## src/inc/timer_irq_pkg.sv

```systemverilog
// Register map, field layout and types for the timer interrupt flag and mask block
package timer_irq_pkg;

    localparam int NUM_TIMERS = 2;
    localparam int ADDR_W     = 8;
    localparam int DATA_W     = 8;

    // Register offsets, index 0 is timer 1 and index 1 is timer 3
    localparam logic [ADDR_W-1:0] FLAGS_ADDR [NUM_TIMERS] = '{8'h16, 8'h18};
    localparam logic [ADDR_W-1:0] MASK_ADDR  [NUM_TIMERS] = '{8'h6F, 8'h71};

    // Bit positions shared by the flag and mask registers
    localparam int BIT_OVF     = 0;
    localparam int BIT_CMPA    = 1;
    localparam int BIT_CMPB    = 2;
    localparam int BIT_CAPTURE = 5;

    // Implemented bits; 7:6 and 4:3 read as zero
    localparam logic [DATA_W-1:0] IMPL_BITS = 8'h27;

    localparam logic [DATA_W-1:0] FLAGS_RESET = 8'h00;
    localparam logic [DATA_W-1:0] MASK_RESET  = 8'h00;
    localparam logic [DATA_W-1:0] RDATA_IDLE  = 8'h00;

    // Waveform modes that matter to flag setting
    localparam logic [3:0] MODE_NORMAL   = 4'h0;
    localparam logic [3:0] MODE_CTC_CMPA = 4'h4;
    localparam logic [3:0] MODE_PFC_CAPT = 4'h8;
    localparam logic [3:0] MODE_PC_CAPT  = 4'hA;
    localparam logic [3:0] MODE_CTC_CAPT = 4'hC;
    localparam logic [3:0] MODE_FAST_CAPT = 4'hE;

    // Events from one counter unit, all on the core clock except capture_pin
    typedef struct packed {
        logic       capture_pin;
        logic       top_hit;
        logic       cmpa_match;
        logic       cmpb_match;
        logic       force_cmpa;
        logic       force_cmpb;
        logic       overflow;
        logic       mode_ovf;
        logic [3:0] waveform_mode_sel;
    } timer_events_t;

    typedef struct packed {
        logic             wr;
        logic             rd;
        logic [ADDR_W-1:0] addr;
        logic [DATA_W-1:0] wdata;
    } reg_req_t;

endpackage

```

## src/rtl/timer16_irq_mask_flags.sv

```systemverilog
// Interrupt flags, masks and requests for the two 16-bit timer instances
//
// Strobed register access was chosen for this implementation.
`timescale 1ns/10ps
// How it works
// Request per source only while enable, global enable and flag are all set.
// Mask layout: capture enable bit 5, compare B 2, compare A 1, overflow 0.
// Bits 7:6 and 4:3 of mask and flag registers always read zero.
// Flag layout: capture bit 5, compare B 2, compare A 1, overflow 0; reset zero.
// Capture flag sets on a capture edge at the timer's capture pin.
// With capture register as top, capture flag sets when counter hits top.
// Compare flag sets in the cycle after counter equals the compare value.
// A forced compare strobe never sets a compare flag.
// Overflow flag sets on overflow in normal/CTC, else per-mode counter event.
// Vector acknowledge from the core clears that source's flag.
// Writing one to a flag bit clears that flag.
// Writing zero leaves a flag alone; a hardware set beats a software clear.
// Masks are plain read/write storage resetting to zero; two identical instances.
module timer16_irq_mask_flags
    import timer_irq_pkg::*;
#(
    parameter int N_TIMERS = NUM_TIMERS
) (
    input  wire logic                            i_core_clk,
    input  wire logic                            i_reset_n,
    input  wire reg_req_t                        i_reg,
    output logic      [DATA_W-1:0]               o_rdata,
    input  wire timer_events_t [N_TIMERS-1:0]    i_events,
    input  wire logic [N_TIMERS-1:0][DATA_W-1:0] i_vector_ack,
    input  wire logic                            i_global_irq_en,
    output logic      [N_TIMERS-1:0][DATA_W-1:0] o_irq_req,
    output logic      [N_TIMERS-1:0][1:0]        o_cmp_strobe,
    output logic                                 o_irq
);

    logic                    rst_meta;
    logic                    rst_n;
    logic [DATA_W-1:0]       flags      [N_TIMERS];
    logic [DATA_W-1:0]       mask       [N_TIMERS];
    logic [DATA_W-1:0]       hw_set     [N_TIMERS];
    logic [DATA_W-1:0]       sw_clr     [N_TIMERS];
    logic [N_TIMERS-1:0]     capt_top   ;
    logic [N_TIMERS-1:0]     capt_edge  ;
    logic [N_TIMERS-1:0]     ovf_plain  ;
    logic [N_TIMERS-1:0]     any_pend   ;

    // Reset released through two flops so every flop leaves reset together
    always_ff @(posedge i_core_clk or negedge i_reset_n) begin
        if (!i_reset_n) begin
            rst_meta <= 1'b0;
            rst_n    <= 1'b0;
        end else begin
            rst_meta <= 1'b1;
            rst_n    <= rst_meta;
        end
    end

    for (genvar t = 0; t < N_TIMERS; t++) begin : g_timer
        logic cap_meta;
        logic cap_sync;
        logic cap_prev;
        logic [3:0] mode;

        assign mode = i_events[t].waveform_mode_sel;

        // Pin is asynchronous; only cap_sync and later are looked at
        always_ff @(posedge i_core_clk or negedge rst_n) begin
            if (!rst_n) begin
                cap_meta <= 1'b0;
                cap_sync <= 1'b0;
                cap_prev <= 1'b0;
            end else begin
                cap_meta <= i_events[t].capture_pin;
                cap_sync <= cap_meta;
                cap_prev <= cap_sync;
            end
        end

        assign capt_edge[t] = cap_sync & ~cap_prev;

        assign capt_top[t] = (mode == MODE_PFC_CAPT) || (mode == MODE_PC_CAPT) ||
                             (mode == MODE_CTC_CAPT) || (mode == MODE_FAST_CAPT);

        assign ovf_plain[t] = (mode == MODE_NORMAL) || (mode == MODE_CTC_CMPA) ||
                              (mode == MODE_CTC_CAPT);

        // Forced compare strobes deliberately absent from the set terms
        always_comb begin
            hw_set[t] = '0;
            hw_set[t][BIT_CAPTURE] = capt_top[t] ? i_events[t].top_hit
                                                 : capt_edge[t];
            hw_set[t][BIT_CMPA] = i_events[t].cmpa_match;
            hw_set[t][BIT_CMPB] = i_events[t].cmpb_match;
            hw_set[t][BIT_OVF]  = ovf_plain[t] ? i_events[t].overflow
                                               : i_events[t].mode_ovf;
        end

        assign sw_clr[t] = (i_reg.wr && i_reg.addr == FLAGS_ADDR[t]) ? i_reg.wdata : '0;

        // Set wins over both clears; zeros written leave bits alone
        always_ff @(posedge i_core_clk or negedge rst_n) begin
            if (!rst_n) begin
                flags[t] <= FLAGS_RESET;
            end else begin
                flags[t] <= ((flags[t] & ~(sw_clr[t] | i_vector_ack[t]))
                             | hw_set[t]) & IMPL_BITS;
            end
        end

        always_ff @(posedge i_core_clk or negedge rst_n) begin
            if (!rst_n) begin
                mask[t] <= MASK_RESET;
            end else if (i_reg.wr && i_reg.addr == MASK_ADDR[t]) begin
                mask[t] <= i_reg.wdata & IMPL_BITS;
            end
        end

        // Registered request costs one cycle but keeps outputs glitch free
        always_ff @(posedge i_core_clk or negedge rst_n) begin
            if (!rst_n) begin
                o_irq_req[t] <= '0;
            end else begin
                o_irq_req[t] <= mask[t] & flags[t] & {DATA_W{i_global_irq_en}};
            end
        end

        assign any_pend[t] = |(mask[t] & flags[t]);

        // Waveform unit still sees forced strobes
        always_ff @(posedge i_core_clk or negedge rst_n) begin
            if (!rst_n) begin
                o_cmp_strobe[t] <= '0;
            end else begin
                o_cmp_strobe[t] <= {i_events[t].cmpb_match | i_events[t].force_cmpb,
                                    i_events[t].cmpa_match | i_events[t].force_cmpa};
            end
        end

    end

    // Read data valid in the single cycle after the read strobe
    always_ff @(posedge i_core_clk or negedge rst_n) begin
        if (!rst_n) begin
            o_rdata <= RDATA_IDLE;
        end else begin
            o_rdata <= RDATA_IDLE;
            for (int t = 0; t < N_TIMERS; t++) begin
                if (i_reg.rd && i_reg.addr == FLAGS_ADDR[t]) begin
                    o_rdata <= flags[t];
                end
                if (i_reg.rd && i_reg.addr == MASK_ADDR[t]) begin
                    o_rdata <= mask[t];
                end
            end
        end
    end

    // Summary line ignores the global enable so software can poll it
    always_ff @(posedge i_core_clk or negedge rst_n) begin
        if (!rst_n) begin
            o_irq <= 1'b0;
        end else begin
            o_irq <= |any_pend;
        end
    end
endmodule

```

## config.mk

```make
export PLATFORM = sky130hd
export DESIGN_NAME = timer16_irq_mask_flags
export DESIGN_NICKNAME = d
export VERILOG_FILES = /design/src/inc/timer_irq_pkg.sv /design/src/rtl/timer16_irq_mask_flags.sv
export SDC_FILE = /design/constraint.sdc
export NUM_CORES = 1
export LEC_CHECK = 0
export BUFFER_PORTS_ARGS = -buffer_cell sky130_fd_sc_hd__buf_2
export CORE_UTILIZATION = 40
export CTS_CLUSTER_DIAMETER = 80
export DETAILED_ROUTE_END_ITERATION = 16
export GPL_ROUTABILITY_DRIVEN = 0
export GPL_TIMING_DRIVEN = 0
export PLACE_DENSITY_LB_ADDON = 0.1
export REMOVE_ABC_BUFFERS = 1
export SLEW_MARGIN = 20
export SYNTH_ARGS = -nofsm -noshare
export SYNTH_HDL_FRONTEND = slang
export SYNTH_SLANG_ARGS = --single-unit
```

## constraint.sdc

```tcl
create_clock -name i_core_clk -period 3.41 [get_ports i_core_clk]
set_input_delay 0 -clock i_core_clk [delete_from_list [all_inputs] [get_ports i_core_clk]]
set_output_delay 0 -clock i_core_clk [all_outputs]
set_load 0.01 [all_outputs]
```

---- Word-level counts from Yosys, hierarchy flattened ----
Cells that the tools add are included.
storage, ports and cells
  output and inout bits ................... 29
  input bits .............................. 61
  bits in registers ....................... 51
  logic and storage cells ................. 83
operators by class
  eq/ne operators ......................... 14
  bitwise gates (word level) .............. 20
  muxes and demuxes ....................... 10
  reduce and logical (&&, ||, !) cells .... 21
operator list
  cell                                                              count
  6-bit two-way mux                                                 6
  4-bit == test (second input constant)                             8
  6-bit AND                                                         4
  6-bit OR                                                          4
  8-bit AND                                                         2
  8-bit by 5-bit == test with 1-bit output (second input constant)  2
  8-bit by 7-bit == test with 1-bit output (second input constant)  2
  16-bit OR reduction                                               1
  6-bit inverter                                                    2
  1-bit logical OR                                                  10
  4-bit by 3-bit == test with 1-bit output (second input constant)  2
  1-bit logical AND                                                 8
  4-bit logical NOT                                                 2
  1-bit two-way mux                                                 4
  1-bit OR                                                          4
  1-bit AND                                                         2
  1-bit inverter                                                    2

---- Logic depth before layout (Yosys ltp) ----
Gate-level depths: netlist of the first run.
  depth after elaboration ................. 7
  gate-level depth with buffers ........... 5
  gate-level depth less buffers ........... 4

---- Least setup slack after synthesis of the first run ----
OpenSTA, ideal clock, no wires.
  path type ............................... in2reg
  from .................................... input i_reg[13] in the netlist's numbering
  to ...................................... register flags[13] in the netlist's numbering
  data required time ...................... 3.284 ns
  path slack .............................. 1.962 ns
  library setup time ...................... 0.126 ns
  stages .................................. 5
  buffers on the path ..................... 1
  arrival time ............................ 1.322 ns
  cell sequence ........................... or4b_1 > buf_2 > nor4_4 > a21oi_1 > a311o_1
between the ends
  longest elaborated chain between the ends .. 7
RTL lines
  what                                      RTL line                       RTL
  start, declared                           timer16_irq_mask_flags.sv:26   input wire reg_req_t i_reg,
  8-bit by 5-bit == test with 1-bit output  timer16_irq_mask_flags.sv:98   assign sw_clr[t] = (i_reg.wr && i_reg.addr == FLAGS_ADDR[t]) ? i_reg.wdata : '0;
  1-bit logical AND                         timer16_irq_mask_flags.sv:98
  6-bit two-way mux                         timer16_irq_mask_flags.sv:98
  6-bit OR                                  timer16_irq_mask_flags.sv:105  flags[t] <= ((flags[t] & ~(sw_clr[t] | i_vector_ack[t]))
  6-bit inverter                            timer16_irq_mask_flags.sv:105
  6-bit AND                                 timer16_irq_mask_flags.sv:105
  6-bit OR                                  timer16_irq_mask_flags.sv:106  | hw_set[t]) & IMPL_BITS;
  end signal, assigned by index             timer16_irq_mask_flags.sv:105
  end, declared                             timer16_irq_mask_flags.sv:38   logic [DATA_W-1:0] flags [N_TIMERS];
No other way between the ends.
A chain may end at the register's enable or synchronous reset.

---- Worst setup path in the final report of the first run ----
Same ends and word-level chain as after synthesis.

==> results.sh, run 1 <==
export IMPL_setup_ws_ns=1.373
export IMPL_synth_seq_area_share_pct=56.32
export IMPL_critPathLaunchType="input pin"
export IMPL_powerDensity_nw_per_um2=378.5
export IMPL_drc_errors=0
export IMPL_vdd_drop_max_mv=0.1795
export IMPL_period_needed_ns=2.037
export IMPL_critPathRequiredTime_ns=3.58
export IMPL_ys_ff_latch=41
export IMPL_port_buffers=65
export IMPL_maxCapViolCount=0
export IMPL_grt_pass1_wl_mm=7.452
export IMPL_pin_count=90
export IMPL_chipHeight_um=69.49
export IMPL_relSlewSlack_pct=65.48
export IMPL_numClockSinks=41
export IMPL_insertion_delay_ns=0.28
export IMPL_antenna_cells=0
export IMPL_viasPerCell=4.993
export IMPL_cts_buffers=5
export IMPL_ys_top_cells_by_area="dfrtp_1, buf_4, mux2_2"
export IMPL_synth_cell_type_count=32
export IMPL_path_cells="buf_2, or4b_1, nor4_4, a21oi_1, a311o_1, dlygate4sd3_1"
export IMPL_syn2layout_area_growth_pct=38.46
export IMPL_maxSlewViolCount=0
export IMPL_cts_resized=0
export IMPL_ys_warn_count=0
export IMPL_cts_tree="yes"
export IMPL_crit_family="simple AND/OR/NAND/NOR gates"
export IMPL_cts_htree_levels=2
export IMPL_grt_start_max_net_pins=28
export IMPL_stdcell_count=307
export IMPL_clk_pin_slew_worst_paths_ns=0.07
export IMPL_tns_ns=0
export IMPL_setup_viol=0
export IMPL_detail_route_wl_per_cell_um=14.07
export IMPL_tightestPinTransition_ns=0.5159
export IMPL_rsz0062_at_grt="no"
export IMPL_antenna_found_initial=0
export IMPL_cts_setup_buffers=0
export IMPL_status="finished clean"
export IMPL_start_util_pct=41.84
export IMPL_mostFrequentLayoutCell="buf_2"
export IMPL_slowest_stage="or4b_1"
export IMPL_rows=24
export IMPL_cts_root_buf="clkbuf_8"
export IMPL_cts_hold_buffers=27
export IMPL_core_um2=4354
export IMPL_syn_area_per_cell_um2=11.53
export IMPL_hold_viol=0
export IMPL_dieArea_um2=4828
export IMPL_fin_nets=316
export IMPL_cp_end_kind="flip-flop"
export IMPL_first_iter_violations=96
export IMPL_arrival_ns=2.21
export IMPL_cts_buffer_depth=2
export IMPL_layout_common_cells="buf_2, dfrtp_1, dlygate4sd3_1"
export IMPL_netlist_area_um2=1822
export IMPL_max_freq_mhz=491.0
export IMPL_grtUsageTotal_pct=20.00
export IMPL_slowest_delay_ns=0.68
export IMPL_critPathKind="input pin to flip-flop"
export IMPL_post_dp_hpwl_mm=3.162
export IMPL_pre_cts_ws_ns=1.598
export IMPL_skew_ns=0.004081
export IMPL_period_share_pct=59.72
export IMPL_synth_top_area_share_pct=56.32
export IMPL_worstHoldPathType="input pin to flip-flop"
export IMPL_vias=1533
export IMPL_dr_pass1_iters=4
export IMPL_dpl_cell_count=273
export IMPL_p_leak_nw=1.253
export IMPL_critPathMaxFanout=7
export IMPL_postSynthCellCount=158
export IMPL_drive_above_1_share_pct=36.86
export IMPL_gr_total_overflow=0
export IMPL_routed_wl_mm=4.321
export IMPL_whs_ns=0.009115
export IMPL_ant_nets=0
export IMPL_crit_buf_inv=2
export IMPL_synth_area_leader_cell="dfrtp_1"
export IMPL_grt_pass1_vias=1624
export IMPL_fp_dieW_um=69.49
-- cell type report --
type	count	area (um2)
repair buffers	93	615.6
clock buffers	6	72.57
flip-flops and latches	41	1027
fillers	368	1832
clock inverters	1	5.005
multi-input cells	102	691.9
well taps	52	65.06
inverters	12	45.04
-- sequential cells by signal, summed over array words and instances (netlist names) --
register / count
rst_n: 1
mask: 8
g_timer.cap_prev: 2
o_irq_req: 8
o_rdata: 4
g_timer.cap_sync: 2
rst_meta: 1
g_timer.cap_meta: 2
o_cmp_strobe: 4
o_irq: 1
flags: 8
-- worst paths after layout --
check,from,to,slack (ns),cells after the start
setup / recovery,i_reg[13],flags[13],1.37,6
hold reg to reg,rst_n,flags[9],0.17,0
max in group asynchronous,rst_n,mask[10],2.80,1
min in group asynchronous,i_reset_n,rst_n,0.03,2
setup reg to reg,flags[13],flags[13],1.92,4
hold / removal,i_vector_ack[1],flags[9],0.009,3
-- cells in the mapped netlist --
| master | n |
|---|---|
| nor3_1 | 5 |
| nor4_4 | 1 |
| a31o_1 | 2 |
| or4b_1 | 1 |
| or4b_2 | 1 |
| nand4b_1 | 5 |
| nor2_1 | 1 |
| a311o_1 | 2 |
| buf_4 | 12 |
| o31ai_1 | 2 |
| a211o_1 | 2 |
| a211oi_1 | 8 |
| nor3_2 | 2 |
| nor2_2 | 1 |
| a22o_1 | 1 |
| mux2i_1 | 2 |
| dfrtp_1 | 41 |
| inv_1 | 12 |
| o21ai_0 | 2 |
| and3_1 | 8 |
| or2_2 | 6 |
| a22oi_1 | 2 |
| a21oi_1 | 6 |
| a31o_2 | 2 |
| mux2_2 | 8 |
| nand3_1 | 2 |
| conb_1 | 2 |
| or3b_1 | 1 |
| nand2b_1 | 4 |
| nand2_1 | 11 |
| buf_2 | 2 |
| a221oi_1 | 1 |
-- power by group --
| group | leakage, nW | internal, mW | switching [mW] |
|---|---|---|---|
| combinational | 0.700 | 0.0723 | 0.0558 |
| sequential | 0.512 | 0.510 | 0.0219 |
| clock | 0.0410 | 0.139 | 0.155 |
-- worst register-to-register path, delay by kind of cell, from the launching register on --
family	cells	cell delay, ns
buf+inv	1	0.55
compound gates	2	0.31
simple gates	1	0.09
flops	1	0.43
-- cell families after synthesis --
group,share of synthesized area (%)
buffers and inverters,7.967
and+or+nand+nor,17.17
muxes,6.044
other,0.4122
DFF,56.32
AOI/OAI and AO/OA,12.09
-- layer usage --
layer,GRT usage (%),share of wire (%),up-vias
li1,-,-,729
met1,22.80,41,733
met2,35.38,52,67
met3,5.959,6.4,4
met4,7.029,0.76,0
met5,0,0,-
-- through the flow --
step / cell area (um2) / total power [mW] / util, %
floorplan: 1763 / 0.5834 / -
global placement: 2153 / 0.6348 / 49.45
detailed placement: 2175 / 0.6429 / 49.94
CTS: 2522 / 0.9628 / 57.93
global route: 2522 / 1.005 / 57.93
finish: 2522 / 0.9547 / 57.93
(Power assumes the default switching activity.)
==> inputs of run 2 (changes only) <==
- clock period: 3.41 -> 1.9 ns (I/O delays scaled with it)
==> run 2 against run 1 <==
Against the previous run:
- clock power grew 79%
- critical path depth is the same
- sequential power grew 80%
- clock-buffer cell count is the same
- first-iteration DRC count shrank 21%
==> results.sh, run 2 (synthesized netlist as in run 1, its figures left out) <==
export IMPL_worstHoldPathType="input pin to flip-flop"
export IMPL_insertion_delay_ns=0.28
export IMPL_cts_setup_buffers=0
export IMPL_grt_pass1_vias=1627
export IMPL_dpl_cell_count=273
export IMPL_ant_nets=0
export IMPL_grtUsageTotal_pct=20.09
export IMPL_power_frac_clock_pct=30.9
export IMPL_cts_root_buf="clkbuf_8"
export IMPL_max_freq_mhz=563.5
export IMPL_first_iter_violations=76
export IMPL_worstReg2RegStart="flags[0]"
export IMPL_maxCapViolCount=0
export IMPL_antenna_found_initial=0
export IMPL_routed_wl_mm=4.396
export IMPL_viasPerCell=5.007
export IMPL_grt_pass1_wl_mm=7.486
export IMPL_vdd_drop_max_mv=0.3228
export IMPL_cts_htree_levels=2
export IMPL_period_share_pct=93.41
export IMPL_p_comb_share_pct=13.4
export IMPL_ff2ff_path_depth=4
export IMPL_syn2layout_area_growth_pct=38.67
export IMPL_setup_viol=0
export IMPL_grt_start_max_net_pins=28
export IMPL_fin_nets=316
export IMPL_intPower_mw=1.294
export IMPL_start_util_pct=41.84
export IMPL_drc_errors=0
export IMPL_relSlewSlack_pct=65.83
export IMPL_cp_startpoint="i_events[16]"
export IMPL_vias=1537
export IMPL_numClockSinks=41
export IMPL_r2r_end="flags[0]"
export IMPL_detail_route_wl_per_cell_um=14.32
export IMPL_pin_count=90
export IMPL_cts_tree="yes"
export IMPL_rrSetupSlack_ns=0.55
export IMPL_drive_above_1_share_pct=37.25
export IMPL_tns_ns=0
export IMPL_antenna_cells=0
export IMPL_skew_ns=0.004270
export IMPL_arrival_ns=1.95
export IMPL_maxSlewViolCount=0
export IMPL_dieArea_um2=4828
export IMPL_p_sw_uw=419.7
export IMPL_port_buffers=65
export IMPL_chipHeight_um=69.49
export IMPL_mostFrequentLayoutCell="buf_2"
export IMPL_sw_frac_of_total_pct=24.49
export IMPL_rsz0062_at_grt="no"
export IMPL_largestRegisters="flags (8), mask (8), o_irq_req (8)"
export IMPL_critPathLaunchType="input pin"
export IMPL_stdcell_count=307
export IMPL_post_dp_hpwl_mm=3.162
export IMPL_critPathKind="input pin to flip-flop"
export IMPL_rows=24
export IMPL_dr_pass1_iters=4
export IMPL_critPathRequiredTime_ns=2.07
export IMPL_cts_buffers=5
export IMPL_cp_end_kind="flip-flop"
export IMPL_clk_pin_slew_worst_paths_ns=0.08
export IMPL_layout_common_cells="buf_2, dfrtp_1, dlygate4sd3_1"
export IMPL_fp_dieW_um=69.49
export IMPL_period_needed_ns=1.775
export IMPL_tightestPinTransition_ns=0.5107
export IMPL_gr_total_overflow=0
export IMPL_powerDensity_nw_per_um2=678.3
export IMPL_critPathCapture="flags[0]"
export IMPL_hold_viol=0
export IMPL_status="finished clean"
export IMPL_cts_buffer_depth=2
export IMPL_critPathMaxFanout=1
export IMPL_p_leak_nw=1.255
export IMPL_sequentialPowerShare_pct=55.7
export IMPL_core_um2=4354
run 2: per-stage QoR:
stage / area, um2 / setup WS (ns) / util (%) / hold WS [ns] / power, mW
global route: 2526 / 0.06568 / 58.02 / 0.005074 / 1.803
CTS: 2522 / 0.03222 / 57.93 / 0.005870 / 1.726
detailed placement: 2175 / 0.08809 / 49.94 / -0.2129 / 1.154
floorplan: 1763 / 0.4219 / - / -0.2956 / 1.047
global placement: 2153 / 0.1042 / 49.45 / -0.2155 / 1.139
finish: 2526 / 0.1252 / 58.02 / 0.008091 / 1.714
run 2: final cells by class:
cell class / count / area [um2]
Fill cell: 369 / 1828
Sequential cell: 41 / 1027
Multi-Input combinational cell: 102 / 695.7
Timing Repair Buffer: 93 / 615.6
Clock buffer: 6 / 72.57
Tap cell: 52 / 65.06
Inverter: 12 / 45.04
Clock inverter: 1 / 5.005
run 2: how the worst min path moves through the flow:
| stage | startpoint | to | depth (start not counted) | slack (ns) |
|---|---|---|---|---|
| 6_report | i_vector_ack[1] | flags[9] | 3 | 0.008 |
| 5_1_grt | i_reset_n | rst_n | 2 | 0.005 |
| 4_1_cts | i_reset_n | rst_n | 2 | 0.006 |
| 3_5_place_dp | i_reset_n | rst_meta | 1 | -0.21 |
| 3_3_place_gp | i_reset_n | rst_n | 1 | -0.22 |
| 2_1_floorplan | i_reset_n | rst_meta | 0 | -0.30 |
run 2: critical path, cell delays in order:
cell and delay [ns]:
dlygate4sd3_1 0.56, buf_2 0.13, mux2i_1 0.11, dlygate4sd3_1 0.56
nand2_1 0.04, dlygate4sd3_1 0.54
run 2: what timing repair did:
action | 4_1_cts | 5_1_grt
endpoints found under the setup margin | 0 | 2
resized for setup | 0 | 1
hold buffers | 27 | 0
hold endpoints to repair | 22 | 0
run 2: power by group through the flow:
stage / Sequential (mW) / Combinational [mW] / Clock, mW
after floorplan: 0.972 / 0.0754 / 0
after global placement: 0.979 / 0.160 / 0
after detailed placement: 0.972 / 0.182 / 0
after CTS: 0.955 / 0.228 / 0.543
after global routing: 0.962 / 0.254 / 0.587
final: 0.955 / 0.230 / 0.529
run 2: metal layers:
metal	track usage [%]	vias up	wire length, um
li1	-	731	-
met1	22.89	736	1771
met2	35.60	66	2303
met4	7.029	0	33
met3	5.959	4	288
met5	0	-	0
